--- src/logic/dptp_pkg.sv ---
// Constants, register map and carrier types for the dual pair timer block.
// Assumes a 32-bit APB master and that core_clk stands in for the crystal clock.
package dptp_pkg;

  // ************************************************************
  // Bus and register map
  // ************************************************************
  localparam int unsigned DPTP_ADDR_W = 12;
  localparam logic [DPTP_ADDR_W-1:0] DPTP_OFS_CTRL   = 12'h000;
  localparam logic [DPTP_ADDR_W-1:0] DPTP_OFS_CNT01  = 12'h004;
  localparam logic [DPTP_ADDR_W-1:0] DPTP_OFS_CNT23  = 12'h008;
  localparam logic [DPTP_ADDR_W-1:0] DPTP_OFS_RLDLO  = 12'h00C;
  localparam logic [DPTP_ADDR_W-1:0] DPTP_OFS_RLDHI  = 12'h010;
  localparam logic [DPTP_ADDR_W-1:0] DPTP_OFS_RLD23  = 12'h014;
  localparam logic [DPTP_ADDR_W-1:0] DPTP_OFS_STAT   = 12'h018;
  // Port B registers keep their printed index; byte address is four times it
  localparam logic [7:0] DPTP_IDX_PB_DIR = 8'hD6;
  localparam logic [7:0] DPTP_IDX_PB_SFR = 8'hD7;
  localparam logic [DPTP_ADDR_W-1:0] DPTP_OFS_PB_DIR = {2'b00, DPTP_IDX_PB_DIR, 2'b00};
  localparam logic [DPTP_ADDR_W-1:0] DPTP_OFS_PB_SFR = {2'b00, DPTP_IDX_PB_SFR, 2'b00};

  // ************************************************************
  // Field positions and reset values
  // ************************************************************
  localparam int unsigned DPTP_TOGGLE_OUTPUT_MODE_BIT   = 1;
  localparam int unsigned DPTP_STAT_PHASE = 0;
  localparam int unsigned DPTP_STAT_TOG   = 1;
  localparam int unsigned DPTP_STAT_FIRST = 2;
  localparam logic [5:0]  DPTP_CTRL_RST   = 6'h00;
  localparam logic [7:0]  DPTP_BYTE_RST   = 8'h00;
  localparam logic [15:0] DPTP_WORD_RST   = 16'h0000;

  // ************************************************************
  // Timing
  // ************************************************************
  localparam int unsigned DPTP_PRESC_DIV = 8;
  localparam logic [2:0]  DPTP_PRESC_MAX = 3'(DPTP_PRESC_DIV - 1);

  // ************************************************************
  // Types
  // ************************************************************
  typedef struct packed {
    logic                   psel;
    logic                   penable;
    logic                   pwrite;
    logic [DPTP_ADDR_W-1:0] paddr;
    logic [31:0]            pwdata;
  } dptp_apb_req_s;

  typedef struct packed {
    logic rld1;
    logic rld0;
    logic casc;
    logic en23;
    logic en1;
    logic en0;
  } dptp_ctrl_s;

  typedef enum logic [1:0] {
    DPTP_LOAD_LO = 2'b01,
    DPTP_LOAD_HI = 2'b10
  } dptp_phase_e;

endpackage

--- src/logic/dptp_timer.sv ---
// Four 8-bit down-counters as one 8/8/16-bit PWM pair and one 16-bit pair.
// Assumes an APB master on core_clk and an asynchronous timer_output_pin.
//
// Local design decision: the APB slave port.
`timescale 1ns/1ps

// Behaviour
// - First pair runs as two 8-bit timers or one cascaded 16-bit PWM timer.
// - Second pair only ever runs as one cascaded 16-bit timer.
// - A 16-bit pair interrupts only at full zero; the second pair on its own line.
// - Even timer holds the low count byte, odd timer the high byte.
// - Unless reload is off, on interrupt the count is loaded from the reload register at once.
// - 16-bit pairs always reload at timeout whatever the reload option.
// - 16-bit timers keep counting while a request is pending, independently.
// - A second zero before service needs no detection or flag.
// - Control write starts enabled timers from their count, no reload.
// - Internal clock only; enabled timers step once every 8 clocks.
// - Independent 8-bit timers use own reload byte, reload only if enabled.
// - PWM low reload is odd:even low bytes, high reload odd:even high bytes.
// - PWM alternates low and high reloads at each timeout.
// - PWM starts from count; first reload by pin in toggle mode, else low.
// - End of low period raises even interrupt, end of high the odd one.
// - Each end-of-count of the even first-pair timer toggles the output.
// - In PWM toggle mode pin falls after high period, rises after low.
// - After reset all timers are disabled until the control write.
module dptp_timer (
  // Clock and reset
  input  wire  logic                     core_clk,
  input  wire  logic                     sys_rst,
  // APB slave
  input  wire  dptp_pkg::dptp_apb_req_s  apb_req,
  output logic                           pready,
  output logic [31:0]                    prdata,
  output logic                           pslverr,
  // Timer output pin
  input  wire  logic                     timer_output_pin_i,
  output logic                           timer_output_pin_o,
  output logic                           timer_output_pin_oe,
  // Interrupt request pulses
  output logic                           even_timer_interrupt,
  output logic                           odd_timer_interrupt,
  output logic                           second_pair_interrupt
);
  import dptp_pkg::*;

  // ************************************************************
  // Helpers
  // ************************************************************
  // One counting step; zero passes to reload or wraps to all ones
  function automatic logic [15:0] dptp_step(input logic [15:0] cnt,
                                            input logic [15:0] rld,
                                            input logic        rld_en);
    if (cnt == 16'h0000) begin
      dptp_step = rld_en ? rld : 16'hFFFF;
    end else begin
      dptp_step = cnt - 16'h0001;
    end
  endfunction

  function automatic logic dptp_hit(input dptp_apb_req_s r,
                                    input logic [DPTP_ADDR_W-1:0] ofs);
    dptp_hit = (r.paddr == ofs);
  endfunction

  // ************************************************************
  // State
  // ************************************************************
  dptp_ctrl_s        ctrl_ff;
  logic [7:0]        cnt0_ff;
  logic [7:0]        cnt1_ff;
  logic [15:0]       cnt23_ff;
  logic [15:0]       rld_lo_ff;
  logic [15:0]       rld_hi_ff;
  logic [15:0]       rld23_ff;
  logic [7:0]        pb_dir_ff;
  logic [7:0]        pb_sfr_ff;
  logic [2:0]        presc_ff;
  dptp_phase_e       phase_ff;
  logic              first_ff;
  logic              tog_ff;
  logic              pin_meta_ff;
  logic              pin_sync_ff;
  logic              irq_even_ff;
  logic              irq_odd_ff;
  logic              irq23_ff;
  logic [31:0]       prdata_ff;
  logic              slverr_ff;

  logic              setup;
  logic              wr;
  logic              wr_ctrl;
  logic              wr_cnt01;
  logic              wr_cnt23;
  logic              tick;
  logic              toggle_output_mode_mode;
  logic [15:0]       cnt01;
  logic              to0;
  logic              to1;
  logic              to01;
  logic              to23;
  logic              sel_hi;
  logic [15:0]       nxt_cnt01;
  logic [31:0]       rd_val;
  logic              rd_ok;

  // ************************************************************
  // APB slave
  // ************************************************************
  // Zero wait states; read data and error are captured in the setup cycle
  assign setup    = apb_req.psel & ~apb_req.penable;
  assign wr       = apb_req.psel & apb_req.penable & apb_req.pwrite;
  assign wr_ctrl  = wr & dptp_hit(apb_req, DPTP_OFS_CTRL);
  assign wr_cnt01 = wr & dptp_hit(apb_req, DPTP_OFS_CNT01);
  assign wr_cnt23 = wr & dptp_hit(apb_req, DPTP_OFS_CNT23);
  assign pready   = 1'b1;
  assign prdata   = prdata_ff;
  assign pslverr  = slverr_ff & apb_req.psel & apb_req.penable;

  // Read mux; unmapped addresses read zero and flag an error
  always_comb begin
    rd_val = 32'h0000_0000;
    rd_ok  = 1'b1;
    case (apb_req.paddr)
      DPTP_OFS_CTRL:   rd_val = {26'h000_0000, ctrl_ff};
      DPTP_OFS_CNT01:  rd_val = {16'h0000, cnt1_ff, cnt0_ff};
      DPTP_OFS_CNT23:  rd_val = {16'h0000, cnt23_ff};
      DPTP_OFS_RLDLO:  rd_val = {16'h0000, rld_lo_ff};
      DPTP_OFS_RLDHI:  rd_val = {16'h0000, rld_hi_ff};
      DPTP_OFS_RLD23:  rd_val = {16'h0000, rld23_ff};
      DPTP_OFS_STAT: begin
        rd_val[DPTP_STAT_PHASE] = (phase_ff == DPTP_LOAD_HI);
        rd_val[DPTP_STAT_TOG]   = tog_ff;
        rd_val[DPTP_STAT_FIRST] = first_ff;
      end
      DPTP_OFS_PB_DIR: rd_val = {24'h00_0000, pb_dir_ff};
      DPTP_OFS_PB_SFR: rd_val = {24'h00_0000, pb_sfr_ff};
      default:         rd_ok  = 1'b0;
    endcase
  end

  // Capture answer while the master holds the setup cycle
  always_ff @(posedge core_clk) begin
    if (sys_rst) begin
      prdata_ff <= 32'h0000_0000;
      slverr_ff <= 1'b0;
    end else if (setup) begin
      prdata_ff <= apb_req.pwrite ? 32'h0000_0000 : rd_val;
      slverr_ff <= ~rd_ok;
    end
  end

  // Configuration registers; reset leaves every timer disabled
  always_ff @(posedge core_clk) begin
    if (sys_rst) begin
      ctrl_ff   <= DPTP_CTRL_RST;
      rld_lo_ff <= DPTP_WORD_RST;
      rld_hi_ff <= DPTP_WORD_RST;
      rld23_ff  <= DPTP_WORD_RST;
      pb_dir_ff <= DPTP_BYTE_RST;
      pb_sfr_ff <= DPTP_BYTE_RST;
    end else if (wr) begin
      case (apb_req.paddr)
        DPTP_OFS_CTRL:   ctrl_ff   <= apb_req.pwdata[5:0];
        DPTP_OFS_RLDLO:  rld_lo_ff <= apb_req.pwdata[15:0];
        DPTP_OFS_RLDHI:  rld_hi_ff <= apb_req.pwdata[15:0];
        DPTP_OFS_RLD23:  rld23_ff  <= apb_req.pwdata[15:0];
        DPTP_OFS_PB_DIR: pb_dir_ff <= apb_req.pwdata[7:0];
        DPTP_OFS_PB_SFR: pb_sfr_ff <= apb_req.pwdata[7:0];
        default: ;
      endcase
    end
  end

  // ************************************************************
  // Prescaler and pin input
  // ************************************************************
  // Restart on control write so counting begins a full period later
  always_ff @(posedge core_clk) begin
    if (sys_rst || wr_ctrl) begin
      presc_ff <= 3'h0;
    end else begin
      presc_ff <= presc_ff + 3'h1;
    end
  end
  assign tick = (presc_ff == DPTP_PRESC_MAX);

  // Two-flop synchroniser for the pad level
  always_ff @(posedge core_clk) begin
    if (sys_rst) begin
      pin_meta_ff <= 1'b0;
      pin_sync_ff <= 1'b0;
    end else begin
      pin_meta_ff <= timer_output_pin_i;
      pin_sync_ff <= pin_meta_ff;
    end
  end

  // ************************************************************
  // Timeout detection
  // ************************************************************
  assign cnt01 = {cnt1_ff, cnt0_ff};
  // Control write cycle never counts, so no reload comes from it
  assign to0   = tick & ~wr_ctrl & ctrl_ff.en0 & ~ctrl_ff.casc & (cnt0_ff == 8'h00);
  assign to1   = tick & ~wr_ctrl & ctrl_ff.en1 & ~ctrl_ff.casc & (cnt1_ff == 8'h00);
  assign to01  = tick & ~wr_ctrl & ctrl_ff.en0 & ctrl_ff.casc & (cnt01 == 16'h0000);
  assign to23  = tick & ~wr_ctrl & ctrl_ff.en23 & (cnt23_ff == 16'h0000);
  assign toggle_output_mode_mode = pb_dir_ff[DPTP_TOGGLE_OUTPUT_MODE_BIT] & pb_sfr_ff[DPTP_TOGGLE_OUTPUT_MODE_BIT];

  // Reload choice: first expiry follows the pin in toggle mode, else low
  always_comb begin
    if (first_ff) begin
      sel_hi = toggle_output_mode_mode & ~pin_sync_ff;
    end else begin
      sel_hi = (phase_ff == DPTP_LOAD_HI);
    end
  end

  // Cascaded step always reloads, from the low or high pair
  assign nxt_cnt01 = dptp_step(cnt01, sel_hi ? rld_hi_ff : rld_lo_ff, 1'b1);

  // ************************************************************
  // First pair counters
  // ************************************************************
  // Software count write wins over a step in the same cycle
  always_ff @(posedge core_clk) begin
    if (sys_rst) begin
      cnt0_ff <= DPTP_BYTE_RST;
      cnt1_ff <= DPTP_BYTE_RST;
    end else if (wr_cnt01) begin
      cnt0_ff <= apb_req.pwdata[7:0];
      cnt1_ff <= apb_req.pwdata[15:8];
    end else if (tick && !wr_ctrl) begin
      if (ctrl_ff.casc) begin
        if (ctrl_ff.en0) begin
          {cnt1_ff, cnt0_ff} <= nxt_cnt01;
        end
      end else begin
        if (ctrl_ff.en0) begin
          cnt0_ff <= 8'(dptp_step({8'h00, cnt0_ff}, {8'h00, rld_lo_ff[7:0]},
                                  ctrl_ff.rld0));
        end
        if (ctrl_ff.en1) begin
          cnt1_ff <= 8'(dptp_step({8'h00, cnt1_ff}, {8'h00, rld_lo_ff[15:8]},
                                  ctrl_ff.rld1));
        end
      end
    end
  end

  // PWM phase; any control write, cascade set or not, arms the first expiry
  always_ff @(posedge core_clk) begin
    if (sys_rst) begin
      phase_ff <= DPTP_LOAD_LO;
      first_ff <= 1'b1;
    end else if (wr_ctrl) begin
      first_ff <= 1'b1;
    end else if (to01) begin
      phase_ff <= sel_hi ? DPTP_LOAD_LO : DPTP_LOAD_HI;
      first_ff <= 1'b0;
    end
  end

  // ************************************************************
  // Second pair counter
  // ************************************************************
  // Keeps counting regardless of pending requests; second zero is not tracked
  always_ff @(posedge core_clk) begin
    if (sys_rst) begin
      cnt23_ff <= DPTP_WORD_RST;
    end else if (wr_cnt23) begin
      cnt23_ff <= apb_req.pwdata[15:0];
    end else if (tick && !wr_ctrl && ctrl_ff.en23) begin
      cnt23_ff <= dptp_step(cnt23_ff, rld23_ff, 1'b1);
    end
  end

  // ************************************************************
  // Interrupts and toggle output
  // ************************************************************
  // One-cycle request pulses; low period ends on even, high on odd
  always_ff @(posedge core_clk) begin
    if (sys_rst) begin
      irq_even_ff <= 1'b0;
      irq_odd_ff  <= 1'b0;
      irq23_ff    <= 1'b0;
    end else begin
      irq_even_ff <= to0 | (to01 & sel_hi);
      irq_odd_ff  <= to1 | (to01 & ~sel_hi);
      irq23_ff    <= to23;
    end
  end
  assign even_timer_interrupt  = irq_even_ff;
  assign odd_timer_interrupt   = irq_odd_ff;
  assign second_pair_interrupt = irq23_ff;

  // Toggle on every even end-of-count; in PWM this tracks the period
  always_ff @(posedge core_clk) begin
    if (sys_rst) begin
      tog_ff <= 1'b0;
    end else if (to0 || to01) begin
      tog_ff <= ~tog_ff;
    end
  end
  // Pin only driven when software made it an output with the timer function
  assign timer_output_pin_o  = tog_ff;
  assign timer_output_pin_oe = toggle_output_mode_mode;

  // ************************************************************
  // Assertions
  // ************************************************************
  AST_TICK_PERIOD: assert property (@(posedge core_clk) disable iff (sys_rst)
    (tick && !wr_ctrl) ##1 (!wr_ctrl) [*7] |=> tick)
    else $error("prescaler tick not every 8 clocks");

  AST_DISABLED_HOLD: assert property (@(posedge core_clk) disable iff (sys_rst)
    (!ctrl_ff.en0 && !ctrl_ff.en1 && !wr_cnt01) |=> $stable(cnt01))
    else $error("disabled first pair changed its count");

  AST_T0_DEC: assert property (@(posedge core_clk) disable iff (sys_rst)
    (tick && !wr_ctrl && !wr_cnt01 && ctrl_ff.en0 && !ctrl_ff.casc && cnt0_ff != 8'h00)
    |=> cnt0_ff == $past(cnt0_ff) - 8'h01)
    else $error("first even timer did not drop by one");

  AST_T0_WRAP: assert property (@(posedge core_clk) disable iff (sys_rst)
    (to0 && !ctrl_ff.rld0 && !wr_cnt01) |=> (cnt0_ff == 8'hFF) && irq_even_ff)
    else $error("independent timeout without reload mishandled");

  AST_T23_RELOAD: assert property (@(posedge core_clk) disable iff (sys_rst)
    (to23 && !wr_cnt23 && !wr) |=> (cnt23_ff == rld23_ff) && second_pair_interrupt)
    else $error("second pair did not reload with its interrupt");

  AST_IRQ23_CAUSE: assert property (@(posedge core_clk) disable iff (sys_rst)
    second_pair_interrupt |-> $past(cnt23_ff) == 16'h0000 && $past(tick))
    else $error("second pair interrupt without full zero");

  AST_HIGH_PERIOD_RELOAD_LOAD: assert property (@(posedge core_clk) disable iff (sys_rst)
    (to01 && sel_hi && !wr) |=> (cnt01 == rld_hi_ff) && even_timer_interrupt
    && !odd_timer_interrupt)
    else $error("end of low period mishandled");

  AST_PWM_ALT: assert property (@(posedge core_clk) disable iff (sys_rst)
    (to01 && !first_ff && !wr) |=> (phase_ff != $past(phase_ff)))
    else $error("pwm reload did not alternate");

  AST_CTRL_NO_LOAD: assert property (@(posedge core_clk) disable iff (sys_rst)
    wr_ctrl |=> $stable(cnt01) && $stable(cnt23_ff))
    else $error("control write changed a count");

  AST_TOGGLE: assert property (@(posedge core_clk) disable iff (sys_rst)
    (to0 || to01) |=> tog_ff != $past(tog_ff))
    else $error("output did not toggle at end of count");

  AST_LOW_PERIOD_RELOAD_LOAD: assert property (@(posedge core_clk) disable iff (sys_rst)
    (to01 && !sel_hi && !wr) |=> (cnt01 == rld_lo_ff) && odd_timer_interrupt
    && !even_timer_interrupt)
    else $error("end of high period mishandled");

  AST_PWM_FIRST_LO: assert property (@(posedge core_clk) disable iff (sys_rst)
    (to01 && first_ff && !toggle_output_mode_mode && !wr)
    |=> (cnt01 == rld_lo_ff) && odd_timer_interrupt)
    else $error("plain pwm did not start with the low value");

  AST_CASC_ONE_IRQ: assert property (@(posedge core_clk) disable iff (sys_rst)
    to01 |=> (even_timer_interrupt != odd_timer_interrupt))
    else $error("cascaded timeout raised no or two interrupts");

  AST_T23_DEC: assert property (@(posedge core_clk) disable iff (sys_rst)
    (tick && !wr_ctrl && !wr_cnt23 && ctrl_ff.en23 && cnt23_ff != 16'h0000)
    |=> cnt23_ff == $past(cnt23_ff) - 16'h0001)
    else $error("second pair did not drop by one");

  COV_PWM_FULL: cover property (@(posedge core_clk) disable iff (sys_rst)
    (to01 && sel_hi) ##[1:1000] (to01 && !sel_hi));
  COV_IND_BOTH: cover property (@(posedge core_clk) disable iff (sys_rst)
    to0 ##[1:1000] to1);
  COV_SECOND: cover property (@(posedge core_clk) disable iff (sys_rst)
    to23 ##[1:1000] to23);
  COV_FIRST_PIN_HIGH: cover property (@(posedge core_clk) disable iff (sys_rst)
    to01 && first_ff && toggle_output_mode_mode && pin_sync_ff);

endmodule // dptp_timer

--- config.mk ---
export PLATFORM = sky130hd
export DESIGN_NAME = dptp_timer
export DESIGN_NICKNAME = d
export VERILOG_FILES = /design/src/logic/dptp_pkg.sv /design/src/logic/dptp_timer.sv
export SDC_FILE = /design/constraint.sdc
export NUM_CORES = 1
export LEC_CHECK = 0
export ABC_AREA = 1
export BUFFER_PORTS_ARGS = -buffer_cell sky130_fd_sc_hd__buf_2
export CAP_MARGIN = 10
export CORE_MARGIN = 5
export CORE_UTILIZATION = 54
export DETAILED_ROUTE_END_ITERATION = 10
export PLACE_DENSITY = 0.85
export SLEW_MARGIN = 20
export SYNTH_ARGS = -nofsm -noshare
export SYNTH_HDL_FRONTEND = slang
export SYNTH_SLANG_ARGS = --single-unit
--- constraint.sdc ---
create_clock -name core_clk -period 1.65 [get_ports core_clk]
set_input_delay 0.165 -clock core_clk [delete_from_list [all_inputs] [get_ports core_clk]]
set_output_delay 0.165 -clock core_clk [all_outputs]
set_load 0.02 [all_outputs]
==> reports/metrics.yaml <==
min_period_ps: 1680
status: "complete, but fails checks"
tns_ps: -45.2
ys_async_sr_fraction_pct: 0
setup_ws_ps: -26.6
crit_path_cell_trace: "inv_2 > ha_4 > nand3_4 > nor2_4 > nand2_2 > nor2_2 > buf_4 > nand2_1 > a21oi_1 > nor2_1"
io_buffers: 55
ios: 89
fin_worst_skew_ps: 6.25
stdcell_count: 1675
yosysSeqAreaShare_pct: 32.6
cts.sinks: 131
seqPwrFrac_pct: 44.3
worst_pin_slew_ps: 559
required_ps: 1970
synthTopCellsByCount: "nand2_1, inv_1, nor2_1"
dp_hpwl_mm: 20.6
cts_tree: "done"
cts.clk_slew.worst_paths_ps: 60
arrival_ps: 2000
dp_cells: 1634
power_frac_comb_pct: 5.4
drt_iter0_markers: 1316
setup.worst_path.end_class: "flip-flop"
switching_share_pct: 23.1
drtPass1Iterations: 7
hold_class: "primary input to flip-flop"
cts_buffer_depth: 2
via_per_inst: 5.68
pwr-share-clk_pct: 50.2
ys_top_cells_by_area: "dfxtp_1, nand2_1, a21oi_1, nand3_1, o21ai_0"
post-place-ws_ps: -148
violations: "setup timing"
wire_per_inst_um: 16.7
initial_core_util_pct: 55.1
synth_top_cell_area_share_pct: 32.6
p_total_mw: 7.17
synth_top_flop_cell: "dfxtp_1"
core_um2: 14600
cts_root_buffer: "clkbuf_16"
p_leak_nw: 4.71
grt_max_degree: 43
ys_types: 40
cpMaxStageDelayCell: "dfxtp_2"
grtUsageTotal_pct: 30.7
power_density_nw_per_um2: 693
synth_edf_count: 0
cp-start-kind: "flip-flop"
synth_largest_area_cell: "dfxtp_1"
cts_buffers: 17
place_congestion: 1.01
finalMaxSlewViolations: 0
holdWs_ps: 104
htree_levels: 4
clock_latency_ps: 420
placement.cell_area_um2: 9410
drv_cap: 0
synth_area_um2: 8040
fin_area_um2: 10300
drive_above_1_share_pct: 21.6
first_global_vias: 8808
max_freq_ghz: 0.596
yosysMostFrequentCell: "nand2_1"
slew_headroom_pct: 62.8
dieArea_um2: 17400
gr-total-overflow: 0
utilization_pct: 70.9
min_period_over_period_pct: 102
grt_setup_unrepaired: "true"
nets: 1538
max_stage_delay_ps: 320
path_max_fanout: 5
grt_pass1_wl_mm: 43.9
dieWidth_um: 132
synth.avg_cell_area_um2: 6.14
ir_worst_vdd_v: 0.000839
crit_family: "simple AND/OR/NAND/NOR gates"
synthCells: 1310
final_antenna_net_count: 0
yosys_warnings: 0
rows: 44
drc: 0
area_growth_pct: 28.7
netSwitchingPower_mw: 1.65
routed_wl_mm: 28.0
cp_num_buf_inv: 2
critPathKind: "flip-flop to flip-flop"
finalHoldViolCount: 0
die_h_um: 132
p_int_mw: 5.51
finalSetupViolations: 4
antenna_cells: 0
synth_seq_cells: 131
num_vias: 9509
antenna_found_initial: 0
fillers: 1219
layout make-up:
| type | instances | area (µm²) | share of cell area [%] |
|---|---|---|---|
| Multi-Input combinational cell | 956 | 4780 | 46.2 |
| Tap cell | 184 | 230 | 2.22 |
| Sequential cell | 131 | 2620 | 25.4 |
| Inverter | 175 | 662 | 6.40 |
| Clock inverter | 7 | 85.1 | 0.822 |
| Timing Repair Buffer | 200 | 1520 | 14.6 |
| Clock buffer | 22 | 454 | 4.39 |
worst paths after layout:
check,end,depth (start not counted),startpoint,slack (ps)
setup / recovery,timer_output_pin_o,10,cnt1_ff[0],-30
hold / removal,ctrl_ff[0],3,apb_req[0],100
setup reg to reg,timer_output_pin_o,10,cnt1_ff[0],-30
hold reg to reg,pb_dir_ff[2],2,pb_dir_ff[2],440
placed cells by master (no fill, tap or decap), types with 4 or more instances in the layout:
cell type,n
a21oi_1,125
a21oi_2,4
buf_12,9
buf_2,55
buf_4,129
buf_6,5
clkbuf_1,4
clkbuf_16,18
clkinv_2,5
conb_1,17
dfxtp_1,130
inv_1,154
inv_2,16
nand2_1,276
nand2_2,18
nand2_4,4
nand3_1,122
nand3_2,7
nand3_4,4
nand4_1,17
nor2_1,131
nor2_2,19
nor2_4,11
nor3_1,4
o211ai_1,10
o21ai_0,118
o21ai_1,19
o22ai_1,7
xor2_1,11
layer usage:
metal | global-route usage [%] | wire, µm | up-vias
met5 | 0 | 0 | -
met4 | 14.4 | 1350 | 0
met3 | 6.07 | 2690 | 109
met2 | 49.7 | 12900 | 540
met1 | 39.2 | 11000 | 4285
li1 | - | - | 4575
timing repair:
item,in CTS,in global routing
pin swaps,4,18
setup endpoints to repair,30,38
resized for setup,9,87
buffers inserted,0,7
gates cloned,1,3
hold buffers,1,0
hold endpoints to repair,1,0
flip-flops by register name, summed over array words and instances, names as in the netlist:
signal,count
pb_sfr_ff,8
second_pair_interrupt,1
cnt23_ff,16
even_timer_interrupt,1
pin_meta_ff,1
rld23_ff,16
rld_hi_ff,16
cnt0_ff,8
pin_sync_ff,1
first_ff,1
pb_dir_ff,8
cnt1_ff,8
slverr_ff,1
phase_ff,2
presc_ff,3
odd_timer_interrupt,1
prdata,16
timer_output_pin_o,1
rld_lo_ff,16
ctrl_ff,6
worst min-delay path, stage by stage:
cell	delay [ps]
buf_2	150
nand4_1	100
a21oi_1	60
power by group through the flow:
stage          Combinational (mW)  Sequential (mW)  Clock [mW]
2_1_floorplan               0.211             3.25           0
3_3_place_gp                0.365             3.25           0
3_5_place_dp                0.372             3.25           0
4_1_cts                     0.375             3.18        3.62
5_1_grt                     0.419             3.18        3.76
6_report                    0.387             3.18        3.60
logic make-up (layout without fill, tap and decap cells):
| group | count (synthesis) | after routing | share of synthesized area (%) |
|---|---|---|---|
| flip-flops | 131 | 131 | 32.6 |
| buffers and inverters | 241 | 404 | 12.4 |
| adder cells (fa/ha/maj) | 7 | 7 | 1.09 |
| AO/OA/AOI/OAI | 293 | 293 | 19.0 |
| other | 2 | 17 | 0.0934 |
| AND/OR/NAND/NOR | 622 | 625 | 33.3 |
| XOR/XNOR | 14 | 14 | 1.53 |
Note: power is estimated with default switching activity, not from simulation.
